**src/shared/fsr2_pkg.sv**
```systemverilog
// constants and types for the second status register block
package fsr2_pkg;
  localparam int STAT_W = 8;
  localparam int LOCK_HI_POS = 5;
  localparam int LOCK_MID_POS = 4;
  localparam int LOCK_LO_POS = 3;
  localparam int RSVD_POS = 2;
  localparam int QUAD_POS = 1;
  localparam int GUARD_UP_POS = 0;
  localparam int AREA_BYTES = 128;
  localparam int AREA_ADDR_W = 7;
  localparam logic [AREA_ADDR_W-1:0] AREA_LAST_BYTE = 7'h7F;
  localparam logic [2:0] LOCK_RESET = 3'h0;
  localparam logic QUAD_RESET = 1'b0;
  localparam logic GUARD_UP_RESET = 1'b0;
  localparam logic [7:0] CMD_QUAD_OUT_READ = 8'h6B;
  localparam logic [7:0] CMD_XIP_READ = 8'hEB;
  localparam logic [7:0] CMD_XIP_READ_DW = 8'hE7;
  localparam logic [7:0] CMD_QUAD_PAGE_PROG = 8'h32;
  localparam logic [7:0] CMD_BURST_WRAP = 8'h77;
  localparam logic [7:0] CMD_QUAD_ID_READ = 8'h94;
  localparam logic [7:0] CMD_WRITE_STATUS = 8'h01;

  typedef enum logic [1:0] {
    FSR2_SOFT_PROT = 2'b00,
    FSR2_HARD_PROT = 2'b01,
    FSR2_RESET_LOCK = 2'b11,
    FSR2_OTP_LOCK = 2'b10
  } fsr2_prot_t;
endpackage : fsr2_pkg

```
**src/shared/fsr2_guard_if.sv**
```systemverilog
// protection decision passed from guard logic to the register top
`timescale 1ns/1ps
interface fsr2_guard_if;
  import fsr2_pkg::*;
  logic       guard_upper;
  logic       guard_lower;
  logic       guard_permanent;
  logic       wp_level;
  logic       quad_en;
  fsr2_prot_t prot_mode;
  logic       status_wr_ok;
  modport top (output guard_upper, guard_lower, guard_permanent, wp_level,
               quad_en, input prot_mode, status_wr_ok);
  modport guard (input guard_upper, guard_lower, guard_permanent, wp_level,
                 quad_en, output prot_mode, status_wr_ok);
endinterface : fsr2_guard_if

```
**src/hdl/fsr2_regs.sv**
```systemverilog
// second status register: secure area locks, quad enable, upper guard
//
// Functional notes
// - lock flag sets on last secure byte programmed
// - flags three/two/one at bits 5/4/3
// - flags reset to zero, host read-only
// - locked secure area refuses further programming
// - secure area zero always locked, no flag
// - bit 2 reserved, reads zero
// - bit 1 quad enable, read/write, reset 0
// - quad off: protect and hold pins normal
// - quad on: pins are data lines two, three
// - quad gates 6B, EB, E7 commands
// - quad gates 32, 77, 94 commands
// - bit 0 upper guard, read/write, reset 0
// - guard bits pick soft/hard/otp/reset lock
// - upper guard held as a volatile bit; lower guard comes in on guard_lower_in
// - both guards zero: write with latch set
// - upper 0, lower 1, pin low, quad off: refuse
`timescale 1ns/1ps
module fsr2_regs
  import fsr2_pkg::*;
(
  input  wire logic                   core_clk_in,       // 100 MHz clock
  input  wire logic                   rst_n_in,          // async reset
  input  wire logic                   stat_wr_in,        // write status strobe
  input  wire logic [fsr2_pkg::STAT_W-1:0] stat_wdata_in, // write data
  input  wire logic                   write_latch_flag_in, // write enable latch
  input  wire logic                   guard_lower_in,    // lower guard bit
  input  wire logic                   guard_lower_wr_in, // lower guard new
  input  wire logic                   status_guard_permanent_in, // otp lock
  input  wire logic                   sec_prog_in,       // secure byte program
  input  wire logic [1:0]             sec_area_in,       // secure area 0..3
  input  wire logic [fsr2_pkg::AREA_ADDR_W-1:0] sec_byte_in, // byte in area
  input  wire logic [7:0]             cmd_in,            // decoded opcode
  input  wire logic                   cmd_valid_in,      // opcode strobe
  input  wire logic                   wp_pin_in,         // protect pin level
  input  wire logic                   hold_pin_in,       // hold/reset level
  output logic [fsr2_pkg::STAT_W-1:0] stat_rdata_out,    // register readback
  output logic                        quad_lines_enable_out, // quad mode
  output logic                        status_wr_ok_out,  // writes allowed
  output logic                        stat_wr_done_out,  // write applied
  output logic                        stat_wr_refused_out, // write refused
  output logic                        sec_prog_ok_out,   // program allowed
  output logic                        sec_prog_refused_out, // program refused
  output logic                        cmd_allowed_out,   // opcode permitted
  output logic                        cmd_refused_out,   // opcode refused
  output logic                        wp_active_out,     // pin protect live
  output logic                        hold_active_out    // hold function live
);
  import fsr2_pkg::*;

  logic [2:0] secure_area_lock_flags_q;
  logic       quad_lines_enable_q;
  logic       status_guard_upper_q;
  logic       wr_go;
  logic       last_byte;
  logic       area_locked;
  logic       wr_try;

  fsr2_guard_if gi ();
  fsr2_guard u_guard (.g(gi));

  assign gi.guard_upper = status_guard_upper_q;
  assign gi.guard_lower = guard_lower_in;
  assign gi.guard_permanent = status_guard_permanent_in;
  assign gi.wp_level = wp_pin_in;
  assign gi.quad_en = quad_lines_enable_q;

  function automatic logic quad_cmd(input logic [7:0] op);
    quad_cmd = (op == CMD_QUAD_OUT_READ) || (op == CMD_XIP_READ) ||
               (op == CMD_XIP_READ_DW) || (op == CMD_QUAD_PAGE_PROG) ||
               (op == CMD_BURST_WRAP) || (op == CMD_QUAD_ID_READ);
  endfunction : quad_cmd

  function automatic logic lock_of(input logic [2:0] f,
                                   input logic [1:0] a);
    unique case (a)
      2'd0: lock_of = 1'b1;
      2'd1: lock_of = f[0];
      2'd2: lock_of = f[1];
      2'd3: lock_of = f[2];
    endcase
  endfunction : lock_of

  // one-hot set mask; area zero has no flag, so nothing to set
  function automatic logic [2:0] lock_req(input logic [1:0] a);
    unique case (a)
      2'd0: lock_req = 3'h0;
      2'd1: lock_req = 3'h1;
      2'd2: lock_req = 3'h2;
      2'd3: lock_req = 3'h4;
    endcase
  endfunction : lock_req

  assign wr_try = stat_wr_in & write_latch_flag_in;
  assign wr_go = wr_try & gi.status_wr_ok;
  assign area_locked = lock_of(secure_area_lock_flags_q, sec_area_in);
  assign last_byte = sec_byte_in == AREA_LAST_BYTE;

  // set-only flags: nothing but reset clears them
  always_ff @(posedge core_clk_in or negedge rst_n_in) begin
    if (!rst_n_in) begin
      secure_area_lock_flags_q <= LOCK_RESET;
    end else if (sec_prog_in && !area_locked && last_byte) begin
      secure_area_lock_flags_q <= secure_area_lock_flags_q |
                                  lock_req(sec_area_in);
    end
  end

  always_ff @(posedge core_clk_in or negedge rst_n_in) begin
    if (!rst_n_in) begin
      quad_lines_enable_q <= QUAD_RESET;
    end else if (wr_go) begin
      quad_lines_enable_q <= stat_wdata_in[QUAD_POS];
    end
  end

  // upper guard is volatile only; reset clears it, but the lower guard and pin still decide writes
  always_ff @(posedge core_clk_in or negedge rst_n_in) begin
    if (!rst_n_in) begin
      status_guard_upper_q <= GUARD_UP_RESET;
    end else if (wr_go) begin
      status_guard_upper_q <= stat_wdata_in[GUARD_UP_POS];
    end
  end

  always_ff @(posedge core_clk_in or negedge rst_n_in) begin
    if (!rst_n_in) begin
      stat_rdata_out <= '0;
    end else begin
      stat_rdata_out <= '0;
      stat_rdata_out[LOCK_HI_POS:LOCK_LO_POS] <= secure_area_lock_flags_q;
      stat_rdata_out[QUAD_POS] <= quad_lines_enable_q;
      stat_rdata_out[GUARD_UP_POS] <= status_guard_upper_q;
    end
  end

  always_ff @(posedge core_clk_in or negedge rst_n_in) begin
    if (!rst_n_in) begin
      stat_wr_done_out <= 1'b0;
    end else begin
      stat_wr_done_out <= wr_go;
    end
  end

  // no latch means a silent drop, not a refusal
  always_ff @(posedge core_clk_in or negedge rst_n_in) begin
    if (!rst_n_in) begin
      stat_wr_refused_out <= 1'b0;
    end else begin
      stat_wr_refused_out <= wr_try & ~gi.status_wr_ok;
    end
  end

  always_ff @(posedge core_clk_in or negedge rst_n_in) begin
    if (!rst_n_in) begin
      status_wr_ok_out <= 1'b0;
    end else begin
      status_wr_ok_out <= gi.status_wr_ok;
    end
  end

  always_ff @(posedge core_clk_in or negedge rst_n_in) begin
    if (!rst_n_in) begin
      sec_prog_ok_out <= 1'b0;
    end else begin
      sec_prog_ok_out <= sec_prog_in & ~area_locked;
    end
  end

  always_ff @(posedge core_clk_in or negedge rst_n_in) begin
    if (!rst_n_in) begin
      sec_prog_refused_out <= 1'b0;
    end else begin
      sec_prog_refused_out <= sec_prog_in & area_locked;
    end
  end

  always_ff @(posedge core_clk_in or negedge rst_n_in) begin
    if (!rst_n_in) begin
      cmd_allowed_out <= 1'b0;
    end else begin
      cmd_allowed_out <= cmd_valid_in &
                         (~quad_cmd(cmd_in) | quad_lines_enable_q);
    end
  end

  always_ff @(posedge core_clk_in or negedge rst_n_in) begin
    if (!rst_n_in) begin
      cmd_refused_out <= 1'b0;
    end else begin
      cmd_refused_out <= cmd_valid_in & quad_cmd(cmd_in) &
                         ~quad_lines_enable_q;
    end
  end

  always_ff @(posedge core_clk_in or negedge rst_n_in) begin
    if (!rst_n_in) begin
      quad_lines_enable_out <= QUAD_RESET;
    end else begin
      quad_lines_enable_out <= quad_lines_enable_q;
    end
  end

  always_ff @(posedge core_clk_in or negedge rst_n_in) begin
    if (!rst_n_in) begin
      wp_active_out <= 1'b0;
    end else begin
      wp_active_out <= ~quad_lines_enable_q & ~wp_pin_in;
    end
  end

  // in quad mode the hold pin carries data, so its level means nothing
  always_ff @(posedge core_clk_in or negedge rst_n_in) begin
    if (!rst_n_in) begin
      hold_active_out <= 1'b0;
    end else begin
      hold_active_out <= ~quad_lines_enable_q & ~hold_pin_in;
    end
  end

  logic unused_ok;
  assign unused_ok = guard_lower_wr_in;
endmodule : fsr2_regs

```
**src/hdl/fsr2_guard.sv**
```systemverilog
// status register write protection decode
`timescale 1ns/1ps
module fsr2_guard
  import fsr2_pkg::*;
(
  fsr2_guard_if.guard g  // protect bits in, decision out
);
  always_comb begin
    unique case ({g.guard_upper, g.guard_lower})
      2'b00: g.prot_mode = FSR2_SOFT_PROT;
      2'b01: g.prot_mode = FSR2_HARD_PROT;
      2'b10: g.prot_mode = FSR2_RESET_LOCK;
      2'b11: g.prot_mode = g.guard_permanent ? FSR2_OTP_LOCK
                                             : FSR2_RESET_LOCK;
    endcase
  end

  always_comb begin
    unique case (g.prot_mode)
      FSR2_SOFT_PROT: g.status_wr_ok = 1'b1;
      // pin counts only when it is not a data line
      FSR2_HARD_PROT: g.status_wr_ok = g.quad_en | g.wp_level;
      FSR2_RESET_LOCK: g.status_wr_ok = 1'b0;
      FSR2_OTP_LOCK: g.status_wr_ok = 1'b0;
    endcase
  end
endmodule : fsr2_guard

```
**config.mk**
```make
export PLATFORM = sky130hd
export DESIGN_NAME = fsr2_regs
export DESIGN_NICKNAME = d
export VERILOG_FILES = /design/src/shared/fsr2_pkg.sv /design/src/shared/fsr2_guard_if.sv /design/src/hdl/fsr2_regs.sv /design/src/hdl/fsr2_guard.sv
export SDC_FILE = /design/constraint.sdc
export NUM_CORES = 1
export LEC_CHECK = 0
export ABC_AREA = 1
export BUFFER_PORTS_ARGS = -buffer_cell sky130_fd_sc_hd__buf_2
export CORE_MARGIN = 3
export CORE_UTILIZATION = 30
export CTS_BUF_LIST = sky130_fd_sc_hd__clkbuf_2 sky130_fd_sc_hd__clkbuf_4 sky130_fd_sc_hd__clkbuf_8
export CTS_CLUSTER_DIAMETER = 100
export DETAILED_ROUTE_END_ITERATION = 10
export PLACE_DENSITY = 0.64
export SLEW_MARGIN = 20
export SYNTH_ARGS = -nofsm -noshare
export SYNTH_HDL_FRONTEND = slang
export SYNTH_HIERARCHICAL = 1
export SYNTH_SLANG_ARGS = --single-unit
```
**constraint.sdc**
```tcl
create_clock -name core_clk_in -period 1.5 [get_ports core_clk_in]
set_clock_uncertainty 0.2 [all_clocks]
set_input_delay 0.15 -clock core_clk_in [delete_from_list [all_inputs] [get_ports core_clk_in]]
set_output_delay 0.15 -clock core_clk_in [all_outputs]
set_load 0.02 [all_outputs]
```
; After elaboration in Yosys (flattened, before gate mapping)
; Cells that the tools add are included.
[totals]
inputBits = 36
out_inout_bits = 18
reg_bits = 20
[classes]
n_eq_ne = 16
n_reduce_logical = 12
muxes = 6
n_bitwise = 19
[ops]
columns = cell, n
row1 = "8-bit equality test, second input constant", 3
row2 = "8-bit by 7-bit equality test with 1-bit output, second input constant", 2
row3 = "2-bit equality test, second input constant", 6
row4 = 3-bit case mux with 4 select lines, 1
row5 = 1-bit AND, 10
row6 = "8-bit by 6-bit equality test with 1-bit output, second input constant", 1
row7 = 2-bit case mux with 4 select lines, 1
row8 = "7-bit equality test, second input constant", 1
row9 = "2-bit by 1-bit equality test with 1-bit output, second input constant", 3
row10 = 2-bit zero test, 3
row11 = 1-bit NOT, 6
row12 = 1-bit logical OR, 5
row13 = 1-bit case mux with 4 select lines, 1
row14 = 3-bit 2-to-1 mux, 1
row15 = 3-bit OR, 1
row16 = 1-bit case mux with 3 select lines, 1
row17 = 1-bit logical AND, 2
row18 = 1-bit OR, 2
row19 = 2-bit OR reduction, 1
row20 = 1-bit zero test, 1
row21 = 1-bit 2-to-1 mux, 1

; Logic depth before layout (Yosys ltp)
[depth]
word_depth = 9
depth_mapped = 8
mapped_depth_nobuf = 8

; By module
; The synthesis kept the hierarchy.
[modules_own_cells]
columns = mod, seq_area_each_um2, area_per_inst_um2, cells_each, n_inst
row1 = fsr2_regs, 475.5, 865.8, 109, 1
row2 = fsr2_guard, 0.0, 50.0, 13, 1

; Worst setup path before layout
; OpenSTA, ideal clock, no wires.
[synth_path]
kind = flip-flop to flip-flop
start = register quad_lines_enable_q, in the netlist gi.quad_en
end = register quad_lines_enable_q, in the netlist gi.quad_en
path_stages_with_launch = 9
t_required_ns = 1.174
n_path_buf = 0
t_arrival_ns = 0.870
setup_slack_ns = 0.304
cell_sequence = dfrtp_1 -> inv_1 -> nand2_1 -> nand2_1 -> nand2_1 -> nand3_1 -> inv_1 -> nand2_1 -> o21ai_0
[synth_between]
elab_chain_cells = 3
[synth_rtl]
columns = item, line
row1 = "start, declared", fsr2_regs.sv:54  ; logic quad_lines_enable_q;
row2 = "start signal, assigned", fsr2_regs.sv:115  ; quad_lines_enable_q <= stat_wdata_in[QUAD_POS];
row3 = 1-bit OR, fsr2_guard.sv:22  ; FSR2_HARD_PROT: g.status_wr_ok = g.quad_en | g.wp_level;
row4 = 1-bit case mux with 3 select lines, fsr2_guard.sv:19  ; unique case (g.prot_mode)
row5 = named net gi.status_wr_ok, fsr2_guard_if.sv:11  ; logic status_wr_ok;
row6 = 1-bit AND, fsr2_regs.sv:97  ; assign wr_go = wr_try & gi.status_wr_ok;
row7 = named net wr_go, fsr2_regs.sv:56  ; logic wr_go;
; The timed path passes the listed nets, and every way through them passes these cells.
; A chain may end at the register's enable or synchronous reset.

; Worst setup path after layout
[layout_path]
start = input stat_wr_in
end = register stat_wr_refused_out
[layout_between]
elab_chain_cells = 2
[layout_rtl]
columns = item, line
row1 = "start, declared", fsr2_regs.sv:26  ; input wire logic stat_wr_in,
row2 = 1-bit AND, fsr2_regs.sv:96  ; assign wr_try = stat_wr_in & write_latch_flag_in;
row3 = 1-bit AND, fsr2_regs.sv:152  ; stat_wr_refused_out <= wr_try & ~gi.status_wr_ok;
row4 = "end signal, assigned", fsr2_regs.sv:152
row5 = "end, declared", fsr2_regs.sv:43  ; output logic stat_wr_refused_out,
; Every way passes these cells.

==> metrics.txt <==
# TYPE chip_impl_metric gauge
chip_impl_metric{name="worst_ir_drop_vdd",unit="V"} 0.0003121
chip_impl_metric{name="yosys_warnings",unit=""} 6
chip_impl_info{name="critPathMostFrequentCell",value="sky130_fd_sc_hd__dlygate4sd3_1"} 1
chip_impl_metric{name="num_vias",unit=""} 887
chip_impl_metric{name="number_of_buffers_inserted_during_clock_tree_synthesis",unit=""} 3
chip_impl_metric{name="critical_path_required_time",unit="ns"} 1.49
chip_impl_info{name="result_of_the_run",value="finished clean"} 1
chip_impl_metric{name="dr.first_iter.drc_count",unit=""} 16
chip_impl_metric{name="finalWeightedCongestion",unit=""} 0.7938
chip_impl_metric{name="design.final.nets",unit=""} 214
chip_impl_metric{name="antenna_found_initial",unit=""} 0
chip_impl_metric{name="crit_path_max_fanout",unit=""} 2
chip_impl_metric{name="clock_net_sink_count",unit=""} 19
chip_impl_info{name="critical_path.cell_chain",value="dlygate4sd3_1, buf_2, nand2_1, dlygate4sd3_1, nor2_1"} 1
chip_impl_metric{name="io_pins",unit=""} 54
chip_impl_info{name="timing.critical_path.from_type",value="input port"} 1
chip_impl_metric{name="core",unit="µm²"} 2805
chip_impl_metric{name="wl_met1",unit="µm"} 849
chip_impl_metric{name="n_antenna_cell",unit=""} 0
chip_impl_metric{name="via_count_of_the_first_global_routing_pass",unit=""} 872
chip_impl_metric{name="drt_pre_antenna_iters",unit=""} 4
chip_impl_metric{name="die_area",unit="µm²"} 3692
chip_impl_metric{name="cts.htree.levels",unit=""} 1
chip_impl_metric{name="clk_path_buf_depth",unit=""} 2
chip_impl_info{name="worstHoldPathType",value="input port to flip-flop"} 1
chip_impl_metric{name="synthesized_netlist_cell_count",unit=""} 118
chip_impl_info{name="route.top_layer_used",value="met4"} 1
chip_impl_metric{name="flow.area_growth_from_synthesis",unit="%"} 45.20
chip_impl_metric{name="route.detailed.vias_per_inst",unit=""} 4.264
chip_impl_metric{name="grt_pass1_wl",unit="mm"} 3.401
chip_impl_metric{name="slew_viol_final",unit=""} 0
chip_impl_metric{name="longest_individual_stage_delay_on_the_worst_path",unit="ns"} 0.55
chip_impl_metric{name="timing_hold_violations_final",unit=""} 0
chip_impl_metric{name="die_y_extent",unit="µm"} 60.76
chip_impl_metric{name="timing.final.crit_share",unit=""} 0.9833
chip_impl_metric{name="final_critical_path_setup_slack",unit="ns"} 0.02502
chip_impl_info{name="cts_root_buffer",value="sky130_fd_sc_hd__clkbuf_4"} 1
chip_impl_metric{name="post_drt_wl_per_cell",unit="µm"} 10.21
chip_impl_metric{name="post_synthesis_cell_area",unit="µm²"} 899.6
chip_impl_metric{name="cap_violations",unit=""} 0
chip_impl_metric{name="final_period_minus_worst_setup_slack",unit="ns"} 1.475
chip_impl_metric{name="met3WireLength",unit="µm"} 153
chip_impl_info{name="cts_tree",value="done"} 1
chip_impl_info{name="cp_top_family",value="buffers and inverters"} 1
chip_impl_metric{name="clk_pin_slew_worst_paths",unit="ns"} 0.10
chip_impl_metric{name="p_leak",unit="nW"} 0.7666
chip_impl_metric{name="grt.total_usage",unit=""} 0.1255
chip_impl_info{name="timing.critical_path.slowest_stage_cell",value="sky130_fd_sc_hd__dlygate4sd3_1"} 1
chip_impl_metric{name="worstSkewPairLatency",unit="ns"} 0.29
chip_impl_metric{name="ant_nets",unit=""} 0
chip_impl_info{name="grt_setup_unrepaired",value="no"} 1
chip_impl_metric{name="drive_gt1_frac",unit=""} 0.3051
chip_impl_metric{name="setup_viol_count_final",unit=""} 0
chip_impl_metric{name="routed-wl-met2",unit="mm"} 1.112
chip_impl_metric{name="drt-total-wl",unit="mm"} 2.123
chip_impl_metric{name="avgSynthCellArea",unit="µm²"} 7.624
chip_impl_metric{name="setup_total_negative_slack",unit="ns"} 0
chip_impl_metric{name="pre_cts_slack",unit="ns"} 0.2246
chip_impl_metric{name="grt_start_max_net_pins",unit=""} 20
chip_impl_metric{name="grt.overflow.total",unit=""} 0
chip_impl_metric{name="p_per_area",unit="nW/µm²"} 1010
chip_impl_metric{name="max_freq",unit="MHz"} 678.0
chip_impl_metric{name="count_of_input_and_output_buffers",unit=""} 42
chip_impl_metric{name="core.rowCount",unit=""} 19
chip_impl_metric{name="worstPathBufferInverterCount",unit=""} 3
chip_impl_metric{name="fp.dieW",unit="µm"} 60.76
chip_impl_metric{name="floorplan.initialDensity",unit=""} 0.3207
chip_impl_info{name="setup.worst_path.class",value="input port to flip-flop"} 1
chip_impl_metric{name="critPathArrivalTime",unit="ns"} 1.47
chip_impl_metric{name="dpl.hpwl",unit="mm"} 1.609
chip_impl_metric{name="drt_drc_violations_left",unit=""} 0
chip_impl_info{name="setup.worst_path.end_class",value="flip-flop"} 1
## registers in the layout, summed over array words and instances (netlist names)
name / cells
cmd_allowed_out: 1
cmd_refused_out: 1
gi.guard_upper: 1
gi.quad_en: 1
hold_active_out: 1
sec_prog_ok_out: 1
sec_prog_refused_out: 1
secure_area_lock_flags_q: 3
stat_rdata_out: 5
stat_wr_done_out: 1
stat_wr_refused_out: 1
status_wr_ok_out: 1
wp_active_out: 1
## tightest hold or removal path, cell delays in order
cell and delay, ns:
sky130_fd_sc_hd__buf_2 0.09, sky130_fd_sc_hd__nand4_1 0.06, sky130_fd_sc_hd__nor2_1 0.06, sky130_fd_sc_hd__nand3_1 0.08, sky130_fd_sc_hd__nand2_1 0.05
## routing by layer
layer / vias to the layer above / track usage
met5: - / 0
met4: 0 / 0.04644
met1: 393 / 0.1197
li1: 461 / -
met3: 2 / 0.02766
met2: 31 / 0.2550
## what timing repair did
| item | 4_1_cts | 5_1_grt |
|---|---|---|
| setup buffers | 0 | 0 |
| endpoints found under the setup margin | 0 | 1 |
| hold buffers | 14 | 0 |
| hold endpoints to repair | 33 | 0 |
| resized for setup | 0 | 1 |
## metrics by stage
step	area (µm²)	std cells	util	total power, mW	hold WS, ns
CTS	1301	208	0.4639	1.338	0.01074
global route	1306	208	0.4657	1.418	0.04217
finish	1306	208	0.4657	1.319	0.02034
global placement	1134	190	0.4041	1.043	-0.09788
detailed placement	1134	190	0.4041	1.054	-0.08948
floorplan	907.1	120	-	0.8931	-0.3456
## cells in the final DEF (no fill, tap or decap), drive strengths merged
| master | n |
|---|---|
| o21ai | 1 |
| nand3 | 12 |
| inv | 24 |
| dfrtp | 19 |
| conb | 3 |
| nand4 | 1 |
| nor2 | 12 |
| buf | 43 |
| a21oi | 3 |
| clkbuf | 3 |
| nand2 | 41 |
| dlygate4sd3 | 14 |
| clkinv | 1 |
## area by class of cell
type | count | area [µm²]
Inverter | 24 | 90.09
Sequential cell | 19 | 475.5
Multi-Input combinational cell | 73 | 316.6
Timing Repair Buffer | 57 | 357.8
Tap cell | 31 | 38.79
Clock inverter | 1 | 5.005
Clock buffer | 3 | 22.52
Fill cell | 288 | 1499
## where the power goes
group	switching [mW]	total [mW]	internal, mW	leakage (nW)
logic	0.267	0.435	0.168	0.532
clock network	0.150	0.249	0.0992	0.0177
registers	0.0393	0.636	0.596	0.217
total	0.456	1.32	0.863	0.767
## final timing paths
| check | endpoint | cells past startpoint | slack, ns | start |
|---|---|---|---|---|
| setup reg to reg | gi.quad_en$_DFFE_PN0P_ | 6 | 0.21 | gi.guard_upper$_DFFE_PN0P_ |
| setup / recovery | stat_wr_refused_out$_DFF_PN0_ | 5 | 0.03 | stat_wr_in |
| hold reg to reg | stat_rdata_out[4]$_DFF_PN0_ | 0 | 0.20 | secure_area_lock_flags_q[1]$_DFFE_PN0P_ |
| min in group asynchronous | stat_rdata_out[4]$_DFF_PN0_ | 2 | 0.11 | rst_n_in |
| hold / removal | secure_area_lock_flags_q[0]$_DFFE_PN0P_ | 5 | 0.02 | sec_byte_in[0] |
| max in group asynchronous | cmd_allowed_out$_DFF_PN0_ | 2 | 0.70 | rst_n_in |
Power figures use the tool's default switching activity.
